**src/hw/two_wire_pkg.sv**
```systemverilog
package two_wire_pkg;
	localparam logic [2:0] ADDR_TX_BUFFER      = 3'h0;
	localparam logic [2:0] ADDR_RX_BUFFER      = 3'h1;
	localparam logic [2:0] ADDR_BIT_RATE       = 3'h2;
	localparam logic [2:0] ADDR_SERIAL_MODE    = 3'h3;
	localparam logic [2:0] ADDR_CHANNEL_CTRL0  = 3'h4;
	localparam logic [2:0] ADDR_TX_RX_CONTROL  = 3'h5;
	localparam logic [2:0] ADDR_TWO_WIRE_CTRL  = 3'h6;
	localparam logic [2:0] ADDR_RX_INT_CONTROL = 3'h7;

	localparam logic [2:0] FUNCTION_TWO_WIRE   = 3'h2;
	localparam int         MODE_EXT_CLOCK_BIT  = 3;
	localparam int         CC0_SHIFT_EMPTY_BIT = 3;
	localparam int         CC0_ORDER_BIT       = 7;
	localparam int         TRC_TX_ALLOW_BIT    = 0;
	localparam int         TRC_TX_EMPTY_BIT    = 1;
	localparam int         TRC_RX_ALLOW_BIT    = 2;
	localparam int         TRC_RX_DONE_BIT     = 3;
	localparam int         TWC_MODE_BIT        = 0;
	localparam int         TWC_ARB_TIMING_BIT  = 1;
	localparam int         TWC_PHASE_BIT       = 2;
	localparam int         TWC_ACK_BIT         = 3;
	localparam int         TWC_DELAY_LSB       = 4;
	localparam int         RIC_PENDING_BIT     = 3;
	localparam int         RXB_ACK_BIT         = 8;
	localparam int         RXB_ARB_BIT         = 11;
	localparam int         RXB_OVERRUN_BIT     = 12;

	localparam logic [7:0] SERIAL_MODE_RESET   = 8'h00;
	localparam logic [7:0] CHANNEL_CTRL_RESET  = 8'h00;
	localparam logic [7:0] TWO_WIRE_CTRL_RESET = 8'h00;
	localparam logic [7:0] BIT_RATE_RESET      = 8'h00;
	localparam logic [7:0] CC0_WRITE_MASK      = 8'hf7;

	localparam logic [1:0] SOURCE_DIV1         = 2'h0;
	localparam logic [1:0] SOURCE_DIV2         = 2'h1;
	localparam logic [1:0] SOURCE_DIV8         = 2'h2;
	localparam logic [1:0] SOURCE_DIV32        = 2'h3;

	localparam logic [3:0] BITS_PER_UNIT       = 4'h9;
	localparam logic [3:0] OVERRUN_BIT_COUNT   = 4'h7;
	localparam int         CLK_PERIOD_NS       = 40;
	localparam int         SETTLE_TIME_NS      = 80;
	localparam logic [1:0] SETTLE_CYCLES       =
		2'((SETTLE_TIME_NS + CLK_PERIOD_NS - 1) / CLK_PERIOD_NS);

	typedef enum logic [1:0] {
		ST_IDLE = 2'h0,
		ST_LOW  = 2'h1,
		ST_HIGH = 2'h3,
		ST_DONE = 2'h2
	} bit_state_type;
endpackage

```
**src/hw/two_wire_clock_gen.sv**
```systemverilog
`timescale 1ns/100ps
module two_wire_clock_gen (
	// system
	input  logic       clk_sys,
	input  logic       reset_n,
	// control
	input  logic       enable,
	input  logic       restart,
	input  logic [1:0] source_select,
	input  logic [7:0] divider,
	// ticks
	output logic       src_tick,
	output logic       line_tick
);
	logic [4:0] prescale;
	logic [7:0] count;

	always_ff @(posedge clk_sys)
	begin
		if (!reset_n)
			prescale <= 5'h00;
		else
			prescale <= prescale + 5'h01;
	end

	// count source choice
	always_comb
	begin
		case (source_select)
			two_wire_pkg::SOURCE_DIV1:  src_tick = 1'b1;
			two_wire_pkg::SOURCE_DIV2:  src_tick = prescale[0];
			two_wire_pkg::SOURCE_DIV8:  src_tick = &prescale[2:0];
			two_wire_pkg::SOURCE_DIV32: src_tick = &prescale;
			default:                    src_tick = 1'b1;
		endcase
	end

	// half period of n+1 source ticks
	always_ff @(posedge clk_sys)
	begin
		if (!reset_n || !enable || restart)
		begin
			count     <= divider;
			line_tick <= 1'b0;
		end
		else if (src_tick)
		begin
			if (count == 8'h00)
			begin
				count     <= divider;
				line_tick <= 1'b1;
			end
			else
			begin
				count     <= count - 8'h01;
				line_tick <= 1'b0;
			end
		end
		else
			line_tick <= 1'b0;
	end
endmodule

```
**src/hw/sda_delay_line.sv**
```systemverilog
`timescale 1ns/100ps
module sda_delay_line (
	// system
	input  logic       clk_sys,
	input  logic       reset_n,
	// control
	input  logic       src_tick,
	input  logic [2:0] delay_select,
	// data
	input  logic       data_in,
	output logic       data_out
);
	logic [7:0] stage;

	genvar g;
	generate
		for (g = 0; g < 8; g++)
		begin : g_stage
			always_ff @(posedge clk_sys)
			begin
				if (!reset_n)
					stage[g] <= 1'b1;
				else if (src_tick)
					stage[g] <= (g == 0) ? data_in : stage[(g == 0) ? 0 : g - 1];
			end
		end
	endgenerate

	// select 1..7 gives 2..8 source ticks
	always_ff @(posedge clk_sys)
	begin
		if (!reset_n)
			data_out <= 1'b1;
		else if (delay_select == 3'h0)
			data_out <= data_in;
		else
			data_out <= stage[delay_select];
	end
endmodule

```
**src/hw/two_wire_serial_mode.sv**
```systemverilog
// The placing of the registers and the plain strobed port were left to the implementer.
`timescale 1ns/100ps
module two_wire_serial_mode (
	// system
	input  logic        clk_sys,
	input  logic        reset_n,
	// register port
	input  logic [2:0]  reg_addr,
	input  logic [7:0]  reg_wdata,
	input  logic        reg_write,
	input  logic        reg_read,
	output logic [15:0] reg_rdata,
	// clock line
	input  logic        scl_in,
	output logic        scl_out,
	output logic        scl_oe_n,
	// data line
	input  logic        sda_in,
	output logic        sda_out,
	output logic        sda_oe_n,
	// event request
	output logic        irq_request
);
	two_wire_pkg::bit_state_type state;

	logic [7:0] tx_buffer;
	logic       tx_empty;
	logic [7:0] bit_rate_divider;
	logic [7:0] serial_mode_reg;
	logic [7:0] channel_control_zero;
	logic [7:0] two_wire_control;
	logic       tx_allow;
	logic       rx_allow;
	logic       rx_complete;
	logic       interrupt_pending;
	logic [7:0] rx_data;
	logic       rx_ack;
	logic       arbitration_lost_flag;
	logic       overrun_flag;
	logic       overrun_byte;
	logic       arb_hold;
	logic [3:0] bit_cnt;
	logic [8:0] tx_shift;
	logic [8:0] rx_shift;
	logic [7:0] tx_ordered;
	logic [7:0] rx_ordered;
	logic [1:0] scl_sync;
	logic [1:0] sda_sync;
	logic       scl_prev;
	logic       sda_prev;
	logic [1:0] scl_low_cnt;
	logic       scl_pull;
	logic       phase_wait;
	logic       src_tick;
	logic       line_tick;
	logic       sda_delayed;

	logic wr_tx;
	logic wr_brg;
	logic wr_mode;
	logic wr_cc0;
	logic wr_trc;
	logic wr_twc;
	logic wr_ric;
	logic rd_rxb;
	logic mode_active;
	logic clock_external;
	logic master_run;
	logic scl_s;
	logic sda_s;
	logic scl_rise;
	logic scl_fall;
	logic scl_settled_low;
	logic start_det;
	logic stop_det;
	logic start_ok;
	logic load;
	logic arb_event;
	logic ovr_event;
	logic byte_done;

	// register decode
	assign wr_tx   = reg_write && (reg_addr == two_wire_pkg::ADDR_TX_BUFFER);
	assign wr_brg  = reg_write && (reg_addr == two_wire_pkg::ADDR_BIT_RATE);
	assign wr_mode = reg_write && (reg_addr == two_wire_pkg::ADDR_SERIAL_MODE);
	assign wr_cc0  = reg_write && (reg_addr == two_wire_pkg::ADDR_CHANNEL_CTRL0);
	assign wr_trc  = reg_write && (reg_addr == two_wire_pkg::ADDR_TX_RX_CONTROL);
	assign wr_twc  = reg_write && (reg_addr == two_wire_pkg::ADDR_TWO_WIRE_CTRL);
	assign wr_ric  = reg_write && (reg_addr == two_wire_pkg::ADDR_RX_INT_CONTROL);
	assign rd_rxb  = reg_read && (reg_addr == two_wire_pkg::ADDR_RX_BUFFER);

	assign mode_active = (serial_mode_reg[2:0] == two_wire_pkg::FUNCTION_TWO_WIRE)
		&& two_wire_control[two_wire_pkg::TWC_MODE_BIT];
	assign clock_external = serial_mode_reg[two_wire_pkg::MODE_EXT_CLOCK_BIT];
	assign master_run     = mode_active && !clock_external;

	// line sampling
	assign scl_s    = scl_sync[1];
	assign sda_s    = sda_sync[1];
	assign scl_rise = scl_s && !scl_prev;
	assign scl_fall = !scl_s && scl_prev;
	assign scl_settled_low = (scl_low_cnt == two_wire_pkg::SETTLE_CYCLES);
	assign start_det = mode_active && scl_s && scl_prev && sda_prev && !sda_s;
	assign stop_det  = mode_active && scl_s && scl_prev && !sda_prev && sda_s;

	// transfer start: allow set and buffer holding data
	assign start_ok = mode_active && (state == two_wire_pkg::ST_IDLE)
		&& tx_allow && !tx_empty && (scl_s || !clock_external);
	assign load      = start_ok;
	assign byte_done = (state == two_wire_pkg::ST_DONE);
	assign arb_event = master_run && (state == two_wire_pkg::ST_LOW) && scl_rise
		&& sda_oe_n && !sda_s && (bit_cnt != two_wire_pkg::BITS_PER_UNIT - 4'h1);
	assign ovr_event = (state == two_wire_pkg::ST_LOW) && scl_rise && rx_allow
		&& rx_complete && (bit_cnt == two_wire_pkg::OVERRUN_BIT_COUNT);

	// open drain: output level always low
	assign scl_out = 1'b0;
	assign sda_out = 1'b0;

	genvar g;
	generate
		for (g = 0; g < 8; g++)
		begin : g_order
			assign tx_ordered[g] = channel_control_zero[two_wire_pkg::CC0_ORDER_BIT]
				? tx_buffer[g] : tx_buffer[7 - g];
			assign rx_ordered[g] = channel_control_zero[two_wire_pkg::CC0_ORDER_BIT]
				? rx_shift[g + 1] : rx_shift[8 - g];
		end
	endgenerate

	two_wire_clock_gen u_clock_gen (
		.clk_sys       (clk_sys),
		.reset_n       (reset_n),
		.enable        (master_run),
		.restart       (load),
		.source_select (channel_control_zero[1:0]),
		.divider       (bit_rate_divider),
		.src_tick      (src_tick),
		.line_tick     (line_tick)
	);

	sda_delay_line u_sda_delay (
		.clk_sys      (clk_sys),
		.reset_n      (reset_n),
		.src_tick     (src_tick),
		.delay_select (two_wire_control[two_wire_pkg::TWC_DELAY_LSB +: 3]),
		.data_in      (tx_shift[8]),
		.data_out     (sda_delayed)
	);

	// synchronisers and edge history
	always_ff @(posedge clk_sys)
	begin
		if (!reset_n)
		begin
			scl_sync <= 2'h3;
			sda_sync <= 2'h3;
			scl_prev <= 1'b1;
			sda_prev <= 1'b1;
		end
		else
		begin
			scl_sync <= {scl_sync[0], scl_in};
			sda_sync <= {sda_sync[0], sda_in};
			scl_prev <= scl_s;
			sda_prev <= sda_s;
		end
	end

	always_ff @(posedge clk_sys)
	begin
		if (!reset_n || scl_s)
			scl_low_cnt <= 2'h0;
		else if (!scl_settled_low)
			scl_low_cnt <= scl_low_cnt + 2'h1;
	end

	// software registers
	always_ff @(posedge clk_sys)
	begin
		if (!reset_n)
		begin
			tx_buffer            <= 8'h00;
			bit_rate_divider     <= two_wire_pkg::BIT_RATE_RESET;
			serial_mode_reg      <= two_wire_pkg::SERIAL_MODE_RESET;
			channel_control_zero <= two_wire_pkg::CHANNEL_CTRL_RESET;
			two_wire_control     <= two_wire_pkg::TWO_WIRE_CTRL_RESET;
			tx_allow             <= 1'b0;
			rx_allow             <= 1'b0;
		end
		else
		begin
			if (wr_tx)
				tx_buffer <= reg_wdata;
			if (wr_brg)
				bit_rate_divider <= reg_wdata;
			if (wr_mode)
				serial_mode_reg <= reg_wdata;
			// flow control bits are stored only
			if (wr_cc0)
				channel_control_zero <= reg_wdata & two_wire_pkg::CC0_WRITE_MASK;
			if (wr_twc)
				two_wire_control <= reg_wdata;
			if (wr_trc)
			begin
				tx_allow <= reg_wdata[two_wire_pkg::TRC_TX_ALLOW_BIT];
				rx_allow <= reg_wdata[two_wire_pkg::TRC_RX_ALLOW_BIT];
			end
		end
	end

	// buffer empty flag
	always_ff @(posedge clk_sys)
	begin
		if (!reset_n)
			tx_empty <= 1'b1;
		else if (wr_tx)
			tx_empty <= 1'b0;
		else if (load)
			tx_empty <= 1'b1;
	end

	// bit sequencer, driven by sampled line edges
	always_ff @(posedge clk_sys)
	begin
		if (!reset_n || !mode_active)
		begin
			state   <= two_wire_pkg::ST_IDLE;
			bit_cnt <= 4'h0;
		end
		else
		begin
			case (state)
				two_wire_pkg::ST_IDLE:
					if (start_ok)
					begin
						state   <= two_wire_pkg::ST_LOW;
						bit_cnt <= 4'h0;
					end
				two_wire_pkg::ST_LOW:
					if (scl_rise)
					begin
						state   <= two_wire_pkg::ST_HIGH;
						bit_cnt <= bit_cnt + 4'h1;
					end
				two_wire_pkg::ST_HIGH:
					if (scl_fall)
						state <= (bit_cnt == two_wire_pkg::BITS_PER_UNIT)
							? two_wire_pkg::ST_DONE : two_wire_pkg::ST_LOW;
				two_wire_pkg::ST_DONE:
					state <= two_wire_pkg::ST_IDLE;
				default:
					state <= two_wire_pkg::ST_IDLE;
			endcase
		end
	end

	// shift registers: next bit on fall, sample on rise
	always_ff @(posedge clk_sys)
	begin
		if (!reset_n)
		begin
			tx_shift <= 9'h1ff;
			rx_shift <= 9'h1ff;
		end
		else if (load)
			tx_shift <= {tx_ordered, two_wire_control[two_wire_pkg::TWC_ACK_BIT]};
		else if (byte_done || !mode_active)
			tx_shift <= 9'h1ff;
		else if (state == two_wire_pkg::ST_HIGH && scl_fall)
			tx_shift <= {tx_shift[7:0], 1'b1};
		else if (state == two_wire_pkg::ST_LOW && scl_rise)
			rx_shift <= {rx_shift[7:0], sda_s};
	end

	// master clock: pull, then release after a line tick
	always_ff @(posedge clk_sys)
	begin
		if (!reset_n || !master_run || byte_done)
		begin
			scl_pull   <= 1'b0;
			phase_wait <= 1'b0;
		end
		else if (load)
		begin
			scl_pull   <= 1'b1;
			phase_wait <= two_wire_control[two_wire_pkg::TWC_PHASE_BIT];
		end
		else if (line_tick)
		begin
			if (state == two_wire_pkg::ST_LOW && scl_pull)
			begin
				if (phase_wait)
					phase_wait <= 1'b0;
				else
					scl_pull <= 1'b0;
			end
			else if (state == two_wire_pkg::ST_HIGH && !scl_pull && scl_s)
				scl_pull <= 1'b1;
		end
	end

	assign scl_oe_n = !scl_pull;

	// in two-wire mode the data pin changes only once clock is settled low; leaving the mode releases it at once
	always_ff @(posedge clk_sys)
	begin
		if (!reset_n || !mode_active)
			sda_oe_n <= 1'b1;
		else if (scl_settled_low)
			sda_oe_n <= sda_delayed | arb_hold;
	end

	// arbitration loss
	always_ff @(posedge clk_sys)
	begin
		if (!reset_n)
		begin
			arb_hold              <= 1'b0;
			arbitration_lost_flag <= 1'b0;
		end
		else
		begin
			if (arb_event)
				arb_hold <= 1'b1;
			else if (load)
				arb_hold <= 1'b0;
			if (arb_event && !two_wire_control[two_wire_pkg::TWC_ARB_TIMING_BIT])
				arbitration_lost_flag <= 1'b1;
			else if (byte_done && arb_hold)
				arbitration_lost_flag <= 1'b1;
			else if (load)
				arbitration_lost_flag <= 1'b0;
		end
	end

	// receive buffer and overrun
	always_ff @(posedge clk_sys)
	begin
		if (!reset_n)
		begin
			rx_data      <= 8'h00;
			rx_ack       <= 1'b0;
			rx_complete  <= 1'b0;
			overrun_flag <= 1'b0;
			overrun_byte <= 1'b0;
		end
		else
		begin
			if (byte_done && rx_allow)
			begin
				rx_data <= rx_ordered;
				rx_ack  <= rx_shift[0];
			end
			if (byte_done && rx_allow)
				rx_complete <= 1'b1;
			else if (rd_rxb)
				rx_complete <= 1'b0;
			if (ovr_event)
				overrun_flag <= 1'b1;
			else if (wr_trc && !reg_wdata[two_wire_pkg::TRC_RX_ALLOW_BIT])
				overrun_flag <= 1'b0;
			if (ovr_event)
				overrun_byte <= 1'b1;
			else if (load)
				overrun_byte <= 1'b0;
		end
	end

	// event request: start, stop, ack or nack of a byte that did not overrun
	always_ff @(posedge clk_sys)
	begin
		if (!reset_n)
			interrupt_pending <= 1'b0;
		else if (start_det || stop_det || (byte_done && !overrun_byte))
			interrupt_pending <= 1'b1;
		else if (wr_ric && !reg_wdata[two_wire_pkg::RIC_PENDING_BIT])
			interrupt_pending <= 1'b0;
	end

	assign irq_request = interrupt_pending;

	// read data, one cycle after strobe
	always_ff @(posedge clk_sys)
	begin
		if (!reset_n || !reg_read)
			reg_rdata <= 16'h0000;
		else
		begin
			case (reg_addr)
				two_wire_pkg::ADDR_RX_BUFFER:
					reg_rdata <= {3'h0, overrun_flag, arbitration_lost_flag,
						2'h0, rx_ack, rx_data};
				two_wire_pkg::ADDR_SERIAL_MODE:
					reg_rdata <= {8'h00, serial_mode_reg};
				two_wire_pkg::ADDR_CHANNEL_CTRL0:
					reg_rdata <= {8'h00, channel_control_zero[7:4],
						state == two_wire_pkg::ST_IDLE, channel_control_zero[2:0]};
				two_wire_pkg::ADDR_TX_RX_CONTROL:
					reg_rdata <= {12'h000, rx_complete, rx_allow, tx_empty, tx_allow};
				two_wire_pkg::ADDR_TWO_WIRE_CTRL:
					reg_rdata <= {8'h00, two_wire_control};
				two_wire_pkg::ADDR_RX_INT_CONTROL:
					reg_rdata <= {12'h000, interrupt_pending, 3'h0};
				default:
					reg_rdata <= 16'h0000;
			endcase
		end
	end
endmodule

```
**config.mk**
```make
export PLATFORM = sky130hd
export DESIGN_NAME = two_wire_serial_mode
export DESIGN_NICKNAME = d
export VERILOG_FILES = /design/src/hw/two_wire_pkg.sv /design/src/hw/two_wire_clock_gen.sv /design/src/hw/sda_delay_line.sv /design/src/hw/two_wire_serial_mode.sv
export SDC_FILE = /design/constraint.sdc
export NUM_CORES = 1
export LEC_CHECK = 0
export ABC_AREA = 1
export BUFFER_PORTS_ARGS = -buffer_cell sky130_fd_sc_hd__buf_4
export CORE_MARGIN = 4
export CORE_UTILIZATION = 45
export DETAILED_ROUTE_END_ITERATION = 10
export SLEW_MARGIN = 20
export SYNTH_ARGS = -nofsm -noshare
export SYNTH_HDL_FRONTEND = slang
export SYNTH_SLANG_ARGS = --single-unit
```
**constraint.sdc**
```tcl
create_clock -name clk_sys -period 4.62 [get_ports clk_sys]
set_clock_uncertainty 0.2 [all_clocks]
set_input_delay 0.924 -clock clk_sys [delete_from_list [all_inputs] [get_ports clk_sys]]
set_output_delay 0.924 -clock clk_sys [all_outputs]
set_load 0.03 [all_outputs]
```
# After elaboration in Yosys (flattened, before gate mapping)
# Cells that the tools add are included.
[totals]
register_bits = 131
latch_bits = 0
mem_bits_rw = 0
mem_bits_ro = 0
input_bits = 17
wordCells = 222
mem_count = 0
[classes]
addsub = 4
mul = 0
n_div = 0
n_lt_le_gt_ge = 1
n_eq_ne = 22
shift = 0
n_mux = 57
bitwise_logic = 5
n_reduce_logical = 92
[op_table]
columns = ["operator", "count"]
rows = [
  ["13-bit one-hot mux with 6 select lines", 1],
  ["1-bit logical AND", 41],
  ["1-bit 2-to-1 mux", 40],
  ["9-bit 2-to-1 mux", 3],
  ["8-bit 2-to-1 mux", 3],
  ["2-bit nonzero test", 10],
  ["1-bit zero test", 15],
  ["3-bit equality test (second input constant)", 4],
  ["3-bit AND reduction", 4],
  ["2-bit equality test (second input constant)", 5],
  ["1-bit logical OR", 10],
  ["3-bit by 2-bit equality test with 1-bit output (second input constant)", 3],
  ["3-bit nonzero test", 3],
  ["8-bit zero test", 1],
  ["2-bit 2-to-1 mux", 4],
  ["4-bit 2-to-1 mux", 2],
  ["2-bit one-hot mux with 4 select lines", 1],
  ["4-bit one-hot mux with 2 select lines", 1],
  ["8-bit by 1-bit subtractor with 8-bit output (second input constant)", 1],
  ["3-bit zero test", 2],
  ["5-bit by 1-bit adder with 5-bit output (second input constant)", 1],
  ["5-bit AND reduction", 1],
  ["4-bit by 1-bit adder with 4-bit output (second input constant)", 1],
  ["2-bit by 1-bit equality test with 1-bit output (second input constant)", 2],
  ["17 further kinds", 22],
]

# Depth between registers and ports, before layout
# Gate-level depths: netlist of run 1.
[logic_depth]
depth_word = 10
ltp_mapped = 10
ltp_nobuf = 10

# Hierarchy
# From an unflattened synthesis of run 1, not the netlist that was laid out.
[unflattened]
cells_unflattened = 757
hier_area_um2 = 5688.0
[by_module_without_submodules]
columns = ["mod", "n_inst", "cells_each", "area_each_um2", "seq_area_each_um2"]
rows = [
  ["two_wire_serial_mode", 1, 603, 4488.1, 2062.0],
  ["two_wire_clock_gen", 1, 101, 825.8, 360.3],
  ["sda_delay_line", 1, 53, 374.1, 180.2],
]

# Least setup slack after synthesis of run 1
# Ideal clock, no wire load.
[synth_path]
path_type = "input-to-reg"
start = "in reg_addr[2]"
end = "reg overrun_flag"
setup_ns = 0.129
t_arrival_ns = 1.768
t_required_ns = 4.291
path_slack_ns = 2.523
cell_stages = 7
n_path_buf = 1
path_cell_list = "buf_2 -> nand3_1 -> nor2_1 -> inv_1 -> or2_2 -> nand2_1 -> a21oi_1"
[synth_between]
elab_chain_cells = 4
[synth_lines]
columns = ["element", "line", "source"]
rows = [
  ["start: declaration", "two_wire_serial_mode.sv:8", "input logic [2:0] reg_addr,"],
  ["3-bit equality test", "two_wire_serial_mode.sv:87", "assign wr_trc = reg_write && (reg_addr == two_wire_pkg::ADDR_TX_RX_CONTROL);"],
  ["1-bit logical AND", "two_wire_serial_mode.sv:87", ""],
  ["1-bit logical AND", "two_wire_serial_mode.sv:361", "else if (wr_trc && !reg_wdata[two_wire_pkg::TRC_RX_ALLOW_BIT])"],
  ["2-bit nonzero test (no line)", "--", ""],
  ["end signal: assignment", "two_wire_serial_mode.sv:345", "overrun_flag <= 1'b0;"],
  ["end signal: assignment", "two_wire_serial_mode.sv:360", "overrun_flag <= 1'b1;"],
  ["end signal: assignment", "two_wire_serial_mode.sv:362", "overrun_flag <= 1'b0;"],
  ["end: declaration", "two_wire_serial_mode.sv:39", "logic overrun_flag;"],
]
# Every way passes these cells.
# A chain may end at the register's enable or synchronous reset.

# Worst setup path in the final report of run 1
[layout_path]
start = "reg u_clock_gen.prescale[0]"
end = "reg u_clock_gen.count[4] (enable)"
[layout_between]
elab_chain_cells = 3
[layout_lines]
columns = ["element", "line", "source"]
rows = [
  ["start: declaration", "two_wire_clock_gen.sv:15", "logic [4:0] prescale;"],
  ["start signal: assignment", "two_wire_clock_gen.sv:23", "prescale <= prescale + 5'h01;"],
  ["5-bit AND reduction or 3-bit AND reduction (tied branches)", "two_wire_clock_gen.sv:33, two_wire_clock_gen.sv:32", ""],
  ["1-bit one-hot mux with 4 select lines *", "two_wire_clock_gen.sv:29", "case (source_select)"],
  ["2-bit nonzero test (no line) *", "--", ""],
  ["end signal: assignment", "two_wire_clock_gen.sv:43", "count <= divider;"],
  ["end signal: assignment", "two_wire_clock_gen.sv:50", "count <= divider;"],
  ["end signal: assignment", "two_wire_clock_gen.sv:55", "count <= count - 8'h01;"],
  ["end: declaration", "two_wire_clock_gen.sv:16", "logic [7:0] count;"],
]
# Every way passes the cells marked *; elsewhere a longest branch is shown, timed or not.

==> results of run 1 <==
critical path: cells and delay by family, from the launching register on:
family	cells	cell delay [ns]
fa+ha+maj	2	0.39
buf+inv	1	0.34
flops	1	0.43
simple gates	5	0.85
per-stage QoR:
step                worst slack, ns  instances
finish                         2.08        932
global route                   1.88        932
CTS                            2.09        932
detailed placement             1.94        900
global placement               1.96        900
floorplan                      2.52        752
cells in the final DEF, fill, tap and decap left out, types with 2 or more instances in the layout:
master and count:
a21oi_1 51, buf_4 31, bufinv_16 4, clkbuf_1 2, clkbuf_16 18, clkbuf_8 4, clkinv_1 3, clkinv_4 2
conb_1 7, dfxtp_1 118, edfxtp_1 8, ha_1 9, inv_1 92, inv_2 2, nand2_1 140, nand2_2 4
nand3_1 61, nand4_1 4, nor2_1 77, nor2_2 4, nor2_4 2, nor3_1 7, nor3b_1 3, o211ai_1 7
o211ai_2 3, o21ai_0 87, o21ai_1 5, o22ai_1 10, or2_2 5, xnor2_1 4
path summary, 6_finish.rpt:
path,start,to,slack (ns),depth (start not counted)
min,sda_sync[0]$_SDFF_PN1_,sda_sync[1]$_SDFF_PN1_,0.21,1
max,u_clock_gen.prescale[0]$_SDFF_PN0_,u_clock_gen.count[4]$_DFFE_PP_,2.08,8
max reg2reg,u_clock_gen.prescale[0]$_SDFF_PN0_,u_clock_gen.count[4]$_DFFE_PP_,2.08,8
min reg2reg,sda_sync[0]$_SDFF_PN1_,sda_sync[1]$_SDFF_PN1_,0.21,1
cells by family (layout without fill, tap and decap cells):
logic type / Yosys count / in the layout / synth area share, %
buffers and inverters: 127 / 160 / 9.50
DFF: 126 / 126 / 47.0
AOI/OAI and AO/OA: 167 / 167 / 16.2
adders and majority gates: 9 / 9 / 2.04
and+or+nand+nor: 311 / 311 / 24.3
xor gates and xnor gates: 5 / 5 / 0.791
other: 1 / 7 / 0.0678
layer usage:
metal / vias up / part of all wire (%) / wire length (um)
met5: - / 0 / 0
met4: 0 / 2.3 / 309
met3: 26 / 5.1 / 693
met2: 95 / 45 / 6090
met1: 2231 / 48 / 6560
li1: 2470 / - / -
final cells by class:
| class | count | area [um^2] |
|---|---|---|
| inverter | 97 | 364 |
| tap | 147 | 184 |
| clock inverter | 8 | 150 |
| multi-input combinational | 499 | 2430 |
| sequential | 126 | 2600 |
| clock buffer | 24 | 513 |
| timing repair buffer | 31 | 233 |
| fill | 1156 | 5540 |
power breakdown:
| part | leakage [nW] | internal [W] | switching [W] |
|---|---|---|---|
| Sequential | 1.05 | 0.00112 | 0.0000186 |
| Combinational | 1.47 | 0.0000479 | 0.0000996 |
| Clock | 0.322 | 0.000993 | 0.000484 |
| Total | 2.84 | 0.00216 | 0.000602 |
==> impl_results.md, run 1 <==
- Largest net degree at the start of global routing: 53
- Synth top area share: a little over two fifths
- Max-Cap Viols: 0
- Slew Viols, Final: 0
- Global placement routability congestion: 0.853
- Unrepaired setup endpoints after global routing: false
- Worst-path fanout max: 10
- Tcrit/Tclk final: 55.1%
- Grt peak-use layer: met2
- M1 GR Usage: 27.4%
- DR DRC count: 0
- CTS tree: built
- Worst-margin pin slew: 0.815 ns
- Finished Cell Area: 6470 um^2
- YS warnings: 0
- Peak VDD IR: 0.226 mV
- Crit-path max cell delay: 0.44 ns
- Crit path kind: reg2reg
- Seq/Total Area, Yosys: between 40% and 50%
- WL final: 13.7 mm
- Vias after detailed routing: 4822
- Fin util: 53.9%
- Seq cells post-synth: 126
- Core area: around 12000 um^2
- Grt met2 use: 31.4%
- Final min period: 2.54 ns
- Crit end category: flop
- Final HPWL DP: 9.92 mm
- CTS root buffer: clkbuf_16
- Num ports: 38
- Cts bufs inserted: 17
- Clock sink count: 126
- Worst Hold Margin: 0.214 ns
- GRT Residual Overflow: 0
- Total Power: 0.00277 W
- Via density: 5.17
- CTS resizes: 0
- Ys async rst share: 0%
- Syn_area_per_cell: 7.42 um^2
- Synth Flop Type: dfxtp_1
- Total Die Area: 14100 um^2
- First-pass GRT wire length: roughly 23 mm
- Count leader, synth: nand2_1
- Clock-pin slew on the worst setup and hold paths: 0.06 ns
- FMAX: 393 MHz
- Final nets: 798
- Hold-fix buffers at CTS: 0
- TritonRoute pass-1 iters: 4
- Leading area contributor after synthesis: dfxtp_1
- Slew headroom: 45.6%
- Pleak: around 2.8 nW
- Starting Density: around 46%
- Initial antenna violation count: 0
- Vias in the first global route: 4661
- Status: finished, final reports clean
- Met3 usage in global routing: 4.27%
- Post-synthesis cell count: 746
- Area Growth Syn to Fin: 17.0%
- Placed cell area: 5810 um^2
- Cell Pwr Density: approximately 430 nW/um^2
- I/O Buffers: 30
- Post-synth top cells: nand2_1 (140), dfxtp_1 (118), inv_1 (92)
- Final hold violations: 0
- Post-synth EDFFs: 8
- # rows: 40
- DR WL/cell: ~15 um
- Longest Clk Path Bufs: 2
- Antenna diodes: 0
- Slowest-stage cell, CP: nand2_1
- H-tree level count: 4
- Largest regs: reg_rdata: 11 flops, rx_shift: 9 flops, tx_shift: 9 flops
- Clk_lat worst skew: 0.42 ns
- WP data required: between 4 and 5 ns
- Die X-Extent: 119 um
- Max reg flops: 11
- Initial DRC Count: 279
- Share of layout cells above drive strength 1: 10.6%
- Synth area leaders: dfxtp_1 (43%), nand2_1 (9.5%), o21ai_0 (7.9%), inv_1 (6.2%), nand3_1 (5.5%)
- Post-CTS setup buffer count: 0
- Synthesized area: between 5000 and 6000 um^2
- GRT Total Usage: 20.3%
- ANT nets after route: 0
- Cell Chain, Critical Path: ha_1, nand2_1, nor2_1, ha_1, nand3_1, nand3_2, clkinv_1, nand2_1
- Die H: 119 um
- # setup viols final: 0
- Critical path startpoint category: flop
- Biggest register: reg_rdata
- Setup TNS: 0 ns
- CP arrival: around 2.4 ns
- Yosys cell types: 38
- Worst hold path type: reg2reg
No activity file was read; power rests on OpenSTA's default activity.
==> inputs of run 2 (changes only) <==
==> constraint.sdc (replaced) <==
create_clock -name clk_sys -period 2.17 [get_ports clk_sys]
set_clock_uncertainty 0.2 [all_clocks]
set_input_delay 0.434 -clock clk_sys [delete_from_list [all_inputs] [get_ports clk_sys]]
set_output_delay 0.434 -clock clk_sys [all_outputs]
set_load 0.03 [all_outputs]
==> run 2 against run 1 <==
Compared with the run above:
- clock-buffer cell count shrank 3
- core utilization grew 0.33 points
- non-clock buffer count grew 11
- combinational power grew 130%
- highest routed layer unchanged
- sequential cell count is the same
- die area is the same
- critical path depth is the same
- critical endpoint is now u_clock_gen.count[0]$_DFFE_PP_
==> impl_results.md, run 2 (synthesis gave the netlist of run 1 again) <==
- Placed cell area: 5880 um^2 (+1.2%)
- Worst-path fanout max: 8 (-2)
- Clk pwr share: 51.8% (-1.6 points)
- Crit end category: flop
- Slew Viols, Final: 0 (unchanged)
- WP data required: 2.06 ns (-2.44 ns)
- Initial antenna violation count: 0 (unchanged)
- Vias after detailed routing: 4852 (+0.62%)
- Sw Ratio: 22.3% (+0.55 points)
- H-tree level count: 4 (unchanged)
- Reg power frac: 42.4% (+1.1 points)
- Worst-margin pin slew: 0.553 ns (-0.261 ns)
- Crit path kind: reg2reg
- GRT Total Usage: 19.9% (-0.49 points)
- Starting Density: 46.1% (unchanged)
- Worst hold path type: in2reg
- DR DRC count: 0 (unchanged)
- Slowest-stage cell, CP: dfxtp_1
- Worst R2R Path Depth: 8 (unchanged)
- Largest regs: reg_rdata: 11 flops, rx_shift: 9 flops, tx_shift: 9 flops
- Max-Cap Viols: 0 (unchanged)
- Final nets: 809 (+1.4%)
- Commonest cells after routing, fill and taps aside: nand2_1 (140), dfxtp_1 (118), inv_1 (92)
- Biggest register: reg_rdata
- CTS root buffer: clkbuf_16
- Fin util: 54.2% (+0.33 points)
- Inst Count DP: 909 (+1.0%)
- Crit path launch: u_clock_gen.prescale[0]$_SDFF_PN0_
- CTS tree: built
- Clock-pin slew on the worst setup and hold paths: 0.06 ns (about the same)
- Finished Cell Area: 6510 um^2 (+0.62%)
- Largest net degree at the start of global routing: 43 (-19%)
- Max reg flops: 11 (unchanged)
- Final HPWL DP: 9.93 mm (+0.11%)
- # rows: 40 (unchanged)
- Total Die Area: 14100 um^2 (unchanged)
- Final hold violations: 0 (unchanged)
- DR WL/cell: 14.4 um (-1.5%)
- Cell Pwr Density: 878 nW/um^2 (+110%)
- GRT Residual Overflow: 0 (unchanged)
- First-pass GRT wire length: 22.1 mm (-3.8%)
- Area Growth Syn to Fin: 17.7%
- Longest Clk Path Bufs: 2 (unchanged)
- Worst hold path depth: 2 (+1)
- Peak VDD IR: 0.508 mV (+120%)
- Critical path endpoint: u_clock_gen.count[0]$_DFFE_PP_
- Num ports: 38 (unchanged)
- Global placement routability congestion: 0.856 (+0.42%)
- Setup TNS: 0 ns (unchanged)
- Clock sink count: 126 (unchanged)
- Reg-to-reg endpoint: u_clock_gen.count[0]$_DFFE_PP_
- Cell Chain, Critical Path: ha_1, nand2_1, nor2_1, ha_1, nand3_1, nand3_2, clkinv_1, nand2_1
- Crit-path max cell delay: 0.37 ns (-0.07 ns)
- FMAX: 533 MHz (+36%)
- Core area: 12000 um^2 (unchanged)
- Via density: 5.15 (-0.55%)
- I/O Buffers: 30 (unchanged)
- Antenna diodes: 0 (unchanged)
- Tcrit/Tclk final: 86.5% (+31 points)
- Net switching power: 0.00128 W (+110%)
- ANT nets after route: 0 (unchanged)
- # setup viols final: 0 (unchanged)
- Clk_lat worst skew: 0.42 ns (about the same)
- Most common cell after layout, fill and taps aside: nand2_1
- CP arrival: 1.77 ns (-0.65 ns)
- Share of layout cells above drive strength 1: 11.4% (+0.86 points)
- Cts bufs inserted: 17 (unchanged)
- Initial DRC Count: 426 (+53%)
- Unrepaired setup endpoints after global routing: false
- Slew headroom: 63.0% (+17 points)
- Vias in the first global route: 4468 (-4.1%)
- Final min period: 1.88 ns (-0.667 ns)
- Internal reg-to-reg setup slack: 0.29 ns (-1.78 ns)
- WL final: 13.6 mm (-0.33%)
- Die H: 119 um (unchanged)
- Die X-Extent: 119 um (unchanged)
- Status: finished, final reports clean
- Int Pwr: 0.00445 W (+110%)
- Finished Layout Cells: 943 (+1.2%)
- TritonRoute pass-1 iters: 7 (+3)
- Pleak: 2.86 nW (+0.67%)
- R2r startpoint: u_clock_gen.prescale[0]$_SDFF_PN0_
- Combinational share of power: 5.8% (+0.5 points)
- Critical path startpoint category: flop
[run 2: changes by cell type in the layout (fill, tap and decap cells not counted), sizes merged]
cell,previous run,this run
clkbuf,24,21
clkinvlp,1,4
dlygate4sd3,0,2
buf,31,40
[run 2: worst max-delay path, delay by kind of cell, from the launching register on]
kind / cells / cell delay, ns
and+or+nand+nor: 5 / 0.57
DFF: 1 / 0.37
adders and majority gates: 2 / 0.33
buffers and inverters: 1 / 0.08
[run 2: what timing repair did]
action                    in CTS  in global routing
gates resized for setup        0                  0
hold buffers                   2                  0
setup buffers                  0                  0
hold endpoints to repair       2                  0
[run 2: worst min path at each step]
stage,slack (ns),to,startpoint
2_1_floorplan,0.19,sda_sync[1]$_SDFF_PN1_,sda_sync[0]$_SDFF_PN1_
3_3_place_gp,0.20,scl_sync[1]$_SDFF_PN1_,scl_sync[0]$_SDFF_PN1_
3_5_place_dp,0.20,sda_sync[1]$_SDFF_PN1_,sda_sync[0]$_SDFF_PN1_
4_1_cts,0.06,rx_shift[0]$_SDFFE_PN1P_,reset_n
5_1_grt,0.07,rx_shift[0]$_SDFFE_PN1P_,reset_n
6_report,0.08,rx_shift[0]$_SDFFE_PN1P_,reset_n
[run 2: routing by layer]
metal | share of wire, % | track usage (%)
met1 | 49 | 26.9
met2 | 45 | 31.0
met3 | 4.5 | 4.80
met4 | 1.4 | 7.10
met5 | 0 | 0
[run 2: final cells by class]
cell class              count  area (um^2)
fillers                  1173         5500
flip-flops and latches    126         2600
multi-input cells         499         2430
clock buffers              21          450
inverters                  97          364
repair buffers             42          320
well taps                 147          184
clock inverters            11          165
[run 2: power groups by stage]
| stage | clock (W) | sequential, W | combinational (W) |
|---|---|---|---|
| 2_1_floorplan | 0 | 0.00247 | 0.000231 |
| 3_3_place_gp | 0 | 0.00247 | 0.000322 |
| 3_5_place_dp | 0 | 0.00247 | 0.000327 |
| 4_1_cts | 0.00301 | 0.00242 | 0.000332 |
| 5_1_grt | 0.00311 | 0.00243 | 0.000375 |
| 6_report | 0.00297 | 0.00242 | 0.000332 |
[run 2: through the flow]
step	hold WS, ns	worst slack [ns]	power, W
3_5_place_dp	0.204	0.184	0.00280
2_1_floorplan	0.192	0.183	0.00270
4_1_cts	0.0632	0.274	0.00577
3_3_place_gp	0.198	0.214	0.00279
5_1_grt	0.0702	0.114	0.00592
6_report	0.0812	0.292	0.00572
==> inputs of run 3 (changes only) <==
--- a/config.mk
+++ b/config.mk
@@ -10,6 +10,7 @@
 export CORE_MARGIN = 4
 export CORE_UTILIZATION = 45
 export DETAILED_ROUTE_END_ITERATION = 10
+export HOLD_SLACK_MARGIN = 0.1
 export SLEW_MARGIN = 20
 export SYNTH_ARGS = -nofsm -noshare
 export SYNTH_HDL_FRONTEND = slang
==> run 3 against run 2 <==
Compared with the run above:
- core utilization increased by 0.083 points
- global-route usage increased by 0.051 points
- setup slack got worse by 0.061 ns
- clock-buffer cell count unchanged
- hold slack improved by 0.073 ns
- sequential cell count unchanged
- via count about the same
- sequential share of layout area decreased by 0.061 points
- power about the same
- routed wire length increased by 0.35%
- clock power about the same
- die area unchanged
- critical endpoint unchanged
- largest cell class unchanged
- highest routed layer unchanged
==> impl_results.md, run 3 (synthesis gave the netlist of run 1 again) <==
- H-tree level count: 4 (unchanged)
- Clock-pin slew on the worst setup and hold paths: 0.05 ns (about the same)
- Largest net degree at the start of global routing: 43 (unchanged)
- Post-CTS setup buffer count: 0 (unchanged)
- Largest regs: reg_rdata: 11 flops, rx_shift: 9 flops, tx_shift: 9 flops
- DR WL/cell: 14.5 um (+0.24%)
- CTS root buffer: clkbuf_16
- Worst-margin pin slew: 0.554 ns (+0.00113 ns)
- Slew Viols, Final: 0 (unchanged)
- Cts bufs inserted: 17 (unchanged)
- Worst hold path type: in2reg
- Num ports: 38 (unchanged)
- First-pass GRT wire length: 22.2 mm (+0.31%)
- # setup viols final: 0 (unchanged)
- WL final: 13.7 mm (+0.35%)
- Starting Density: 46.1% (unchanged)
- Core area: 12000 um^2 (unchanged)
- DR DRC count: 0 (unchanged)
- Worst hold path depth: 3 (+1)
- CTS tree: built
- Initial antenna violation count: 0 (unchanged)
- Slowest-stage cell, CP: dlygate4sd3_1
- TritonRoute pass-1 iters: 5 (-2)
- # rows: 40 (unchanged)
- Final hold violations: 0 (unchanged)
- Initial DRC Count: 393 (-7.7%)
- Setup TNS: 0 ns (unchanged)
- Max-Cap Viols: 0 (unchanged)
- Pleak: 2.87 nW (+0.15%)
- Final HPWL DP: 9.93 mm (unchanged)
- Clk_lat worst skew: 0.42 ns (about the same)
- Max reg flops: 11 (unchanged)
- Commonest cells after routing, fill and taps aside: nand2_1 (140), dfxtp_1 (118), inv_1 (92)
- Final nets: 810 (+0.12%)
- Longest Clk Path Bufs: 2 (unchanged)
- Crit end category: flop
- Fin util: 54.3% (+0.083 points)
- Unrepaired setup endpoints after global routing: false
- FMAX: 516 MHz (-3.1%)
- Via density: 5.14 (about the same)
- Cell Chain, Critical Path: dlygate4sd3_1, buf_4, nand2_2, nor2_2, nand2_2, inv_1, nand2_1
- Most common cell after layout, fill and taps aside: nand2_1
- Global placement routability congestion: 0.856 (unchanged)
- GRT Total Usage: 19.9% (+0.051 points)
- WP buf/inv: 3 (+2)
- Biggest register: reg_rdata
- Crit-path max cell delay: 0.54 ns (+0.17 ns)
- Crit path kind: in2reg
- CP arrival: 1.83 ns (+0.06 ns)
- Die H: 119 um (unchanged)
- CP delay by family, top: buffers and inverters
- Final min period: 1.94 ns (+0.0608 ns)
- Area Growth Syn to Fin: 17.9%
- WP data required: 2.06 ns (about the same)
- Slew headroom: 63.0% (-0.075 points)
- Status: finished, final reports clean
- ANT nets after route: 0 (unchanged)
- Peak VDD IR: 0.507 mV (-0.10%)
- Vias in the first global route: 4482 (+0.31%)
- Cell Pwr Density: 877 nW/um^2 (-0.12%)
- GRT Residual Overflow: 0 (unchanged)
- Clock sink count: 126 (unchanged)
- Total Die Area: 14100 um^2 (unchanged)
- I/O Buffers: 30 (unchanged)
- Critical path's most frequent cell: nand2_2
- Die X-Extent: 119 um (unchanged)
- Share of layout cells above drive strength 1: 11.4% (-0.014 points)
- CTS resizes: 0 (unchanged)
- WP depth: 7 (-1)
- Vias after detailed routing: 4856 (+0.082%)
- Worst R2R Path Depth: 8 (unchanged)
- Critical path startpoint category: input pin
- Antenna diodes: 0 (unchanged)
- Tcrit/Tclk final: 89.3% (+2.8 points)
- Worst-path fanout max: 8 (unchanged)
## run 3: power by group
part | internal, W | total (W) | switching (W)
Combinational | 0.000112 | 0.000334 | 0.000222
Sequential | 0.00239 | 0.00242 | 0.0000324
Clock | 0.00194 | 0.00297 | 0.00102
## run 3: final timing paths
path                                                 startpoint                                to  slack [ns]
worst min-delay path                               reg_wdata[7]  bit_rate_divider[7]$_SDFFE_PN0P_        0.15
worst max-delay path                                    reset_n    u_clock_gen.count[0]$_DFFE_PP_        0.23
worst max register to register  serial_mode_reg[0]$_SDFFE_PN0P_    u_clock_gen.count[0]$_DFFE_PP_        0.28
worst min register to register           sda_sync[0]$_SDFF_PN1_            sda_sync[1]$_SDFF_PN1_        0.21
## run 3: routing by layer
layer / track usage [%] / wire, um
met5: 0 / 0
met4: 7.10 / 224
met3: 4.80 / 501
met2: 31.2 / 6190
met1: 26.9 / 6750
## run 3: layout make-up
cell class	count	area, um^2
multi-input cells	499	2430
flip-flops and latches	126	2600
repair buffers	43	330
clock inverters	11	165
clock buffers	21	450
inverters	97	364
fillers	1168	5490
well taps	147	184
## run 3: tightest hold or removal path: stages
cell     delay (ns)
buf_4          0.12
o21ai_0        0.10
nor2_1         0.08
## run 3: timing repair
item	in CTS	in global routing
setup endpoints to repair	0	0
hold buffers	3	0
endpoints found under the hold margin	3	0
## run 3: through the flow
step	cells	cell area, um^2	hold slack (ns)	total power (W)	worst slack, ns
2_1_floorplan	752	5560	0.192	0.00270	0.183
3_3_place_gp	909	5880	0.198	0.00279	0.214
3_5_place_dp	909	5880	0.204	0.00280	0.184
4_1_cts	944	6520	0.131	0.00577	0.251
5_1_grt	944	6520	0.156	0.00592	0.114
6_report	944	6520	0.154	0.00572	0.231
